## src/verilog/mrsc_params.svh

```systemverilog
// Constants for the reset source controller: register offsets, field positions, timing.
// Assumes inclusion by bare name from the package and the design modules.
`ifndef MRSC_PARAMS_SVH
`define MRSC_PARAMS_SVH

`define MRSC_ADDR_STATUS_FIRST   4'h0
`define MRSC_ADDR_STATUS_SECOND  4'h1
`define MRSC_ADDR_STATUS_THIRD   4'h2
`define MRSC_ADDR_CONTROL        4'h3
`define MRSC_ADDR_ENABLE         4'h4
`define MRSC_ADDR_LIVE           4'h5

// reset_status_first fields
`define MRSC_BIT_POR             0
`define MRSC_BIT_VM0             1
`define MRSC_BIT_VM1             2
`define MRSC_BIT_VM2             3
// reset_status_second fields
`define MRSC_BIT_INDEPENDENT_WATCHDOG            0
`define MRSC_BIT_WDT             1
`define MRSC_BIT_SWR             2
`define MRSC_BIT_PAR             3
`define MRSC_BIT_ECC             4
`define MRSC_BIT_BMPU            5
`define MRSC_BIT_BSPU            6
`define MRSC_BIT_SPE             7
// reset_status_third fields
`define MRSC_BIT_COLD_WARM_START_FLAG            0
// control fields
`define MRSC_BIT_EXTCLK          0
`define MRSC_BIT_OSCSTOP         1
`define MRSC_BIT_SWREQ           2

`define MRSC_ENABLE_RESET        16'h03_FF
`define MRSC_CONTROL_RESET       8'h02

// Hold times in microseconds and the clock rate in MHz
`define MRSC_CLK_MHZ             100
`define MRSC_POR_HOLD_US         1000
`define MRSC_SW_HOLD_US          10
`define MRSC_POR_HOLD_CYC        (`MRSC_POR_HOLD_US * `MRSC_CLK_MHZ)
`define MRSC_SW_HOLD_CYC         (`MRSC_SW_HOLD_US * `MRSC_CLK_MHZ)

`endif

```

## src/verilog/mrsc_pkg.sv

```systemverilog
// Types for the reset source controller.
// Assumes the params header is on the include path.
package mrsc_pkg;
  `include "mrsc_params.svh"

  typedef enum logic [1:0] {
    MRSC_POR_HOLD = 2'b00,
    MRSC_RUN      = 2'b01,
    MRSC_SW_HOLD  = 2'b10
  } mrsc_state_t;
endpackage

```

## src/verilog/mrsc_sync.sv

```systemverilog
// Three-stage synchroniser bank with agreement filter for asynchronous inputs.
// Assumes one clock; output changes when stages two and three agree.
`timescale 1ns/1ps
module mrsc_sync #(
  parameter int WIDTH = 1,
  parameter logic [WIDTH-1:0] INIT = '0
) (
  input  wire logic             clk,
  input  wire logic             nrst,
  input  wire logic [WIDTH-1:0] async_in,
  output logic      [WIDTH-1:0] sync_out
);
  logic [WIDTH-1:0] stage1;
  logic [WIDTH-1:0] stage2;
  logic [WIDTH-1:0] stage3;

  genvar i;
  generate
    for (i = 0; i < WIDTH; i++) begin : g_bit
      always_ff @(posedge clk) begin
        if (!nrst) begin
          stage1[i]   <= INIT[i];
          stage2[i]   <= INIT[i];
          stage3[i]   <= INIT[i];
          sync_out[i] <= INIT[i];
        end else begin
          stage1[i] <= async_in[i];
          stage2[i] <= stage1[i];
          stage3[i] <= stage2[i];
          if (stage2[i] == stage3[i]) begin
            sync_out[i] <= stage3[i];
          end
        end
      end
    end
  endgenerate
endmodule // mrsc_sync

```

## src/verilog/mrsc_reset_ctrl.sv

```systemverilog
// Reset generation and reset-cause capture for a small microcontroller.
// Assumes fault detectors and the pin are asynchronous; the register port runs on clk.
// nrst is the raw cell reset and clears everything power-on clears, plus the synchronisers and read data.
//
// Overview of operation
// - Low reset pin holds internal reset for as long as it stays low.
// - Either watchdog underflow or refresh violation raises internal reset.
// - Each of three supply monitors raises its own reset on low supply.
// - SRAM parity error and SRAM ECC error raise separate resets.
// - Bus master and bus slave protection errors raise separate resets.
// - Stack pointer error raises a reset.
// - Power-on reset holds until supply good plus fixed hold time.
// - Supply at or below threshold with pin high re-enters power-on reset.
// - Power-on sets the power-on cause flag; pin reset clears it.
// - External clock select bit makes oscillator take digital clock, crystal pin floats.
// - Software request bit raises reset released after fixed hold time.
// - Independent watchdog reset sets its cause flag; interrupt may replace reset.
// - Voltage monitor reset n sets matching cause flag.
// - Cold/warm flag clears on power-on only; software writes one to set.
`timescale 1ns/1ps
`include "mrsc_params.svh"
module mrsc_reset_ctrl
  import mrsc_pkg::*;
#(
  parameter int POR_HOLD_CYC = `MRSC_POR_HOLD_CYC,
  parameter int SW_HOLD_CYC  = `MRSC_SW_HOLD_CYC
) (
  input  wire logic       clk,
  input  wire logic       nrst,
  input  wire logic       ext_reset_n,
  input  wire logic       supply_above_por,
  input  wire logic [2:0] monitor_low,
  input  wire logic       independent_watchdog_fault,
  input  wire logic       wdt_fault,
  input  wire logic       sram_parity_err,
  input  wire logic       sram_ecc_err,
  input  wire logic       bus_master_mpu_err,
  input  wire logic       bus_slave_mpu_err,
  input  wire logic       stack_ptr_err,
  input  wire logic [3:0] addr,
  input  wire logic [7:0] wdata,
  input  wire logic       wr,
  input  wire logic       rd,
  output logic      [7:0] rdata,
  output logic            sys_reset_n,
  output logic            independent_watchdog_nmi,
  output logic            wdt_nmi,
  output logic            ext_clock_select,
  output logic            main_osc_stop,
  output logic            xtal_out,
  output logic            xtal_oe_n
);
  localparam int CW = $clog2(POR_HOLD_CYC + 1) + 1;

  // Synchronised sources, bits: pin, supply ok, mon2..0, independent_watchdog, wdt, par, ecc, bm, bs, sp
  logic [11:0] src_raw;
  logic [11:0] src;
  assign src_raw = {ext_reset_n, supply_above_por, monitor_low, independent_watchdog_fault, wdt_fault,
                    sram_parity_err, sram_ecc_err, bus_master_mpu_err, bus_slave_mpu_err,
                    stack_ptr_err};

  mrsc_sync #(
    .WIDTH (12),
    .INIT  (12'h800)
  ) u_sync (
    .clk      (clk),
    .nrst     (nrst),
    .async_in (src_raw),
    .sync_out (src)
  );

  wire       pin_n     = src[11];
  wire       supply_ok = src[10];
  wire [2:0] mon       = src[9:7];
  wire       independent_watchdog_s    = src[6];
  wire       wdt_s     = src[5];
  wire       par_s     = src[4];
  wire       ecc_s     = src[3];
  wire       bmpu_s    = src[2];
  wire       bspu_s    = src[1];
  wire       sp_s      = src[0];

  logic [7:0]  status_first;
  logic [7:0]  status_second;
  logic [7:0]  status_third;
  logic [7:0]  control;
  logic [15:0] enable;
  mrsc_state_t state;
  mrsc_state_t next_state;
  logic [CW-1:0] count;
  logic [CW-1:0] next_count;

  // Enable bits: 0..2 monitors, 3 independent_watchdog reset (else nmi), 4 wdt reset (else nmi),
  // 5 parity, 6 ecc, 7 bus master, 8 bus slave, 9 stack pointer
  wire [2:0] mon_rst  = mon & enable[2:0];
  wire       independent_watchdog_rst = independent_watchdog_s & enable[3];
  wire       wdt_rst  = wdt_s & enable[4];
  wire       par_rst  = par_s & enable[5];
  wire       ecc_rst  = ecc_s & enable[6];
  wire       bmpu_rst = bmpu_s & enable[7];
  wire       bspu_rst = bspu_s & enable[8];
  wire       sp_rst   = sp_s & enable[9];

  assign independent_watchdog_nmi = independent_watchdog_s & ~enable[3];
  assign wdt_nmi  = wdt_s & ~enable[4];

  // Power-on is re-entered when supply drops with the pin high
  wire por_event = ~supply_ok & pin_n;
  wire pin_rst   = ~pin_n;
  wire sw_req    = wr && (addr == `MRSC_ADDR_CONTROL) && wdata[`MRSC_BIT_SWREQ];
  wire fault_any = |mon_rst | independent_watchdog_rst | wdt_rst | par_rst | ecc_rst |
                   bmpu_rst | bspu_rst | sp_rst;
  wire por_done  = (count >= CW'(POR_HOLD_CYC));
  wire sw_done   = (count >= CW'(SW_HOLD_CYC));

  always_comb begin
    next_state = state;
    next_count = count;
    case (state)
      MRSC_POR_HOLD: begin
        if (!supply_ok || !pin_n) begin
          next_count = '0;
        end else if (por_done) begin
          next_state = MRSC_RUN;
        end else begin
          next_count = count + CW'(1);
        end
      end
      MRSC_RUN: begin
        if (por_event) begin
          next_state = MRSC_POR_HOLD;
          next_count = '0;
        end else if (sw_req) begin
          next_state = MRSC_SW_HOLD;
          next_count = '0;
        end
      end
      MRSC_SW_HOLD: begin
        if (por_event) begin
          next_state = MRSC_POR_HOLD;
          next_count = '0;
        end else if (sw_done) begin
          next_state = MRSC_RUN;
        end else begin
          next_count = count + CW'(1);
        end
      end
      default: begin
        next_state = MRSC_POR_HOLD;
        next_count = '0;
      end
    endcase
  end

  always_ff @(posedge clk) begin
    if (!nrst) begin
      state <= MRSC_POR_HOLD;
      count <= '0;
    end else begin
      state <= next_state;
      count <= next_count;
    end
  end

  // Internal reset: low while held, while pin low, or while any enabled fault stands
  assign sys_reset_n = (state == MRSC_RUN) && !pin_rst && !fault_any && !sw_req;

  wire in_por = (state == MRSC_POR_HOLD);

  // Write decode
  wire wr_ctrl = wr && (addr == `MRSC_ADDR_CONTROL);
  wire wr_en   = wr && (addr == `MRSC_ADDR_ENABLE);
  wire wr_st1  = wr && (addr == `MRSC_ADDR_STATUS_FIRST);
  wire wr_st2  = wr && (addr == `MRSC_ADDR_STATUS_SECOND);
  wire wr_st3  = wr && (addr == `MRSC_ADDR_STATUS_THIRD);

  // Hardware set wins over software write-zero-to-clear on the status bits
  wire [7:0] set_first  = {4'h0, mon_rst, 1'b0};
  wire [7:0] set_second = {sp_rst, bspu_rst, bmpu_rst, ecc_rst, par_rst,
                           (state == MRSC_RUN) && sw_req, wdt_rst, independent_watchdog_rst};

  // Status and control: power-on loads reset values; other resets leave them, but pin reset drops the power-on flag
  always_ff @(posedge clk) begin
    if (!nrst) begin
      status_first  <= 8'h01;
      status_second <= 8'h00;
      status_third  <= 8'h00;
      control       <= `MRSC_CONTROL_RESET;
      enable        <= `MRSC_ENABLE_RESET;
    end else if (in_por && !supply_ok) begin
      status_first  <= 8'h01;
      status_second <= 8'h00;
      status_third  <= 8'h00;
      control       <= `MRSC_CONTROL_RESET;
      enable        <= `MRSC_ENABLE_RESET;
    end else begin
      // Pin reset drops only the power-on flag; recorded causes stay
      status_first  <= ((wr_st1 ? (status_first & wdata) : status_first) | set_first)
                       & ~{7'h00, pin_rst};
      status_second <= (wr_st2 ? (status_second & wdata) : status_second) | set_second;
      if (wr_st3 && wdata[`MRSC_BIT_COLD_WARM_START_FLAG]) begin
        status_third[`MRSC_BIT_COLD_WARM_START_FLAG] <= 1'b1;
      end
      if (wr_ctrl) begin
        control <= {5'h00, 1'b0, wdata[`MRSC_BIT_OSCSTOP], wdata[`MRSC_BIT_EXTCLK]};
      end
      if (wr_en) begin
        enable <= {6'h00, wdata[1:0], enable[7:0]};
      end else if (wr && (addr == `MRSC_ADDR_LIVE)) begin
        enable <= {enable[15:8], wdata};
      end
    end
  end

  assign ext_clock_select = control[`MRSC_BIT_EXTCLK];
  assign main_osc_stop    = control[`MRSC_BIT_OSCSTOP];
  // Crystal drive floats when an external digital clock is selected
  assign xtal_oe_n = control[`MRSC_BIT_EXTCLK] | control[`MRSC_BIT_OSCSTOP];
  assign xtal_out  = 1'b0;

  // Read mux, registered one cycle later
  logic [7:0] rsel;
  wire [7:0] live = {pin_n, supply_ok, 1'b0, state == MRSC_RUN, mon, fault_any};
  always_comb begin
    case (addr)
      `MRSC_ADDR_STATUS_FIRST:  rsel = status_first;
      `MRSC_ADDR_STATUS_SECOND: rsel = status_second;
      `MRSC_ADDR_STATUS_THIRD:  rsel = status_third;
      `MRSC_ADDR_CONTROL:       rsel = control;
      `MRSC_ADDR_ENABLE:        rsel = {6'h00, enable[9:8]};
      `MRSC_ADDR_LIVE:          rsel = live;
      default:                  rsel = 8'h00;
    endcase
  end

  always_ff @(posedge clk) begin
    if (!nrst) begin
      rdata <= 8'h00;
    end else begin
      rdata <= rd ? rsel : 8'h00;
    end
  end
endmodule // mrsc_reset_ctrl

```

## config.mk

```make
export PLATFORM = sky130hd
export DESIGN_NAME = mrsc_reset_ctrl
export DESIGN_NICKNAME = d
export VERILOG_FILES = /design/src/verilog/mrsc_pkg.sv /design/src/verilog/mrsc_sync.sv /design/src/verilog/mrsc_reset_ctrl.sv
export VERILOG_INCLUDE_DIRS = /design/src /design/src/verilog
export SDC_FILE = /design/constraint.sdc
export NUM_CORES = 1
export LEC_CHECK = 0
export CAP_MARGIN = 20
export CORE_MARGIN = 3
export CORE_UTILIZATION = 25
export DETAILED_ROUTE_END_ITERATION = 6
export DONT_BUFFER_PORTS = 1
export GPL_TIMING_DRIVEN = 0
export PLACE_DENSITY = 0.41
export SETUP_SLACK_MARGIN = 0.05
export SLEW_MARGIN = 20
export SYNTH_ARGS = -nofsm -noshare
export SYNTH_HDL_FRONTEND = slang
export SYNTH_HIERARCHICAL = 1
export SYNTH_SLANG_ARGS = --single-unit
```

## constraint.sdc

```tcl
create_clock -name clk -period 2 [get_ports clk]
set_input_delay 0 -clock clk [delete_from_list [all_inputs] [get_ports clk]]
set_output_delay 0 -clock clk [all_outputs]
set_load 0.02 [all_outputs]
```

==> results.md <==
* Lkg Pwr at 0.00188 uW
* Post-Syn Area at 4160 sq um
* Seq cells post-synth at 105
* Fin area at a little over 5000 sq um
* I/O Buffers at 0
* Full die area at 18,200 sq um
* Cells after Synth at around 470
* Crit. End Element: flop
* DR vias at between 3,000 and 4,000
* Setup Viol. Count Final at 0
* R2r worst-path depth at 8
* Layout cells sized above 1 at between 10% and 20%
* Fin. Hold Viols at 0
* Max cap viols at 0
* CTS buffer count at 9
* Max Fclk at 507 MHz
* Startpoint types: flop
* Hold path cells at 3
* Yosys warning total at 6
* Setup Skew at 5.89 ps
* Pwr Total at 4080 uW
* FFs w/ async S/R, synth at 0%
* Initial DRC Count at 210
* # clock sinks at 105
* Syn_nets at 497
* Clk root buf: clkbuf_16
* Status: finished, final reports clean
* Most frequently used flop master after synthesis: dfxtp_1
* Slew Viols, Final at 0
* Worst Hold Class: in2reg
* Layout area overhead at 24.3%
* Clk buf depth at 2
* Core area at 16,100 sq um
* Die Wd at 135 um
* Die Y at 135 um
* Arrival @ worst endpoint at 2240 ps
* Slew at the pin closest to its max-slew limit at 855 ps
* Grt total ovfl at 0
* Placed standard-cell area at 4430 sq um
* Post-synthesis sequential area ratio at between 50% and 60%
* GPL Wtd Cong at 0.822
* RSZ-0062 raised after global routing: yes
* Final nets at 541
* Post-Syn Area per Cell at between 8 and 9 sq um
* Final period util at a little over nine tenths
* Crit path kind: reg2reg
* Initial antenna violation count at 0
* Htree depth at 3
* Crit Path Max Fanout at 6
* Number of global-route vias before repair at 3,286
* CTS tree: built
* DRC Markers at 0
* Boundary Pins at 43
* DR pass1 iterations at 4
* Slew headroom at 43.0%
* Worst EP required at roughly 2300 ps
* EDFF count, synth at 0
* Drt wl/cell at between 10 and 15 um
* DRT Wirelength at 10.7 mm
* Cell area power density at approximately 790 nW/um^2
* Number of diodes at 0
* Post-synthesis cell type count at 52
* Largest net degree at the start of global routing at 22
* Final ANT Viol Nets at 0
* Clock-pin transition on the worst setup and hold timing paths at 80 ps
* Row Count at 46
* First-pass GRT wire length at 17.3 mm
* Peak VDD IR at around 410 uV
* Initial Util at 25.8%
* Clock latency on the worst-skew pair at 350 ps
* HPWL after DPL at 7.53 mm
* Via/cell ratio at 4.68
* Min Tclk post-route at 1970 ps
* GRT Util Overall at approximately an eighth
registers in the layout, summed over array words and instances, names as in the netlist:
register,count
enable,10
u_sync/stage3,12
u_sync/stage1,12
rdata,8
status_second,8
count,18
state,2
u_sync/stage2,12
status_first,8
control,2
status_third,1
u_sync/sync_out,12
final cells by class:
cell class                      count  area, sq um
Tap cell                          216          270
Inverter                            7         26.3
Fill cell                        1716        10900
Clock inverter                      7         81.3
Timing Repair Buffer               34          329
Sequential cell                   105         2110
Buffer                             25          148
Multi-Input combinational cell    329         1980
Clock buffer                        9          225
worst max-delay path, stage by stage (launching register included):
cell     delay (ps)
dfxtp_2         340
or4_4           520
nor2_4          140
a31o_4          170
and3_4          180
buf_8           130
nand2_8          60
buf_6           180
o31ai_2         160
cell usage in the layout, fill, tap and decap left out, types with 3 or more instances in the layout:
cell type / synthesis / routed
nand3b_1: 4 / 4
buf_6: 2 / 5
or4_1: 5 / 4
buf_4: 4 / 7
and2_1: 34 / 34
o211ai_1: 10 / 10
buf_2: 4 / 4
inv_1: 7 / 7
nand4_1: 7 / 7
mux2i_1: 10 / 10
nor2_1: 30 / 30
a31oi_1: 5 / 5
o22ai_2: 0 / 3
nor2b_1: 5 / 4
and3_1: 8 / 7
o21ai_1: 5 / 4
a22oi_1: 3 / 3
clkbuf_16: 0 / 9
or3_1: 5 / 5
nand2_1: 64 / 63
a21oi_1: 30 / 30
a21boi_0: 12 / 12
dfxtp_1: 105 / 97
o21ai_0: 27 / 26
dfxtp_2: 0 / 7
nor3_1: 5 / 4
dlygate4sd3_1: 0 / 28
nand3_1: 18 / 18
nand2b_1: 8 / 8
clkbuf_1: 15 / 13
o211a_1: 4 / 4
where the power goes:
group / switching [uW] / internal, uW
Sequential: 11.8 / 2120
Combinational: 84.8 / 80.2
Clock: 888 / 895
Total: 984 / 3090
synthesized netlist by cell type, drive strengths merged, types with 2 or more instances:
library cell | n | share of area (%)
dfxtp | 105 | 51
nand2 | 65 | 5.9
and2 | 34 | 5.1
o21ai | 32 | 3.8
nor2 | 31 | 3.0
a21oi | 30 | 3.6
nand3 | 19 | 2.6
clkbuf | 15 | 1.4
a21boi | 12 | 2.2
buf | 11 | 1.8
mux2i | 10 | 2.4
o211ai | 10 | 1.8
and3 | 8 | 1.2
nand2b | 8 | 1.2
inv | 7 | 0.63
nand4 | 7 | 1.1
or4 | 6 | 1.2
a31oi | 5 | 0.75
nor2b | 5 | 0.75
nor3 | 5 | 0.60
o22ai | 5 | 0.75
or3 | 5 | 0.75
nand3b | 4 | 0.72
o211a | 4 | 0.96
a21o | 3 | 0.57
a22oi | 3 | 0.54
ha | 2 | 0.60
o41ai | 2 | 0.60
or2 | 2 | 0.30
repair_timing:
action,in CTS,in global routing
hold endpoints to repair,63,0
setup buffers,5,0
hold buffers,28,0
setup endpoints to repair,17,17
pin swaps,9,8
gates resized for setup,13,22
cloned,1,0
path summary, 6_finish.rpt:
| kind | startpoint | to | slack, ps |
|---|---|---|---|
| setup reg to reg | count[13] | count[0] | 30 |
| hold reg to reg | u_sync/stage1[11] | u_sync/stage2[11] | 410 |
| setup / recovery | count[13] | count[0] | 30 |
| hold / removal | nrst | count[8] | 30 |
cell families (layout without fill, tap and decap cells):
| logic type | Yosys count | in the layout | share of synthesized area, % |
|---|---|---|---|
| compound gates | 112 | 112 | 17.2 |
| fa+ha+maj | 2 | 2 | 0.601 |
| other cells | 1 | 1 | 0.0901 |
| flops | 105 | 105 | 50.5 |
| simple gates | 203 | 203 | 25.1 |
| buf+inv | 33 | 82 | 3.82 |
| mux | 11 | 11 | 2.68 |
metal layers:
metal	GRT usage (%)	up-vias	wire length, um
met5	0	-	0
met4	3.75	0	172
met3	3.76	15	657
met2	17.6	88	4590
met1	17.1	1603	5260
li1	-	1718	-
per-stage QoR:
stage	util (%)	setup TNS, ps	worst slack, ps	std cells	hold slack (ps)
2_1_floorplan	-	0	109	467	101
3_3_place_gp	27.5	-2430	-217	683	105
3_5_place_dp	27.5	-2520	-216	683	105
4_1_cts	31.6	0	14.7	732	16.5
5_1_grt	32.1	-122	-40.7	732	39.8
6_report	32.1	0	27.8	732	33.0
Power figures use the tool's default switching activity.
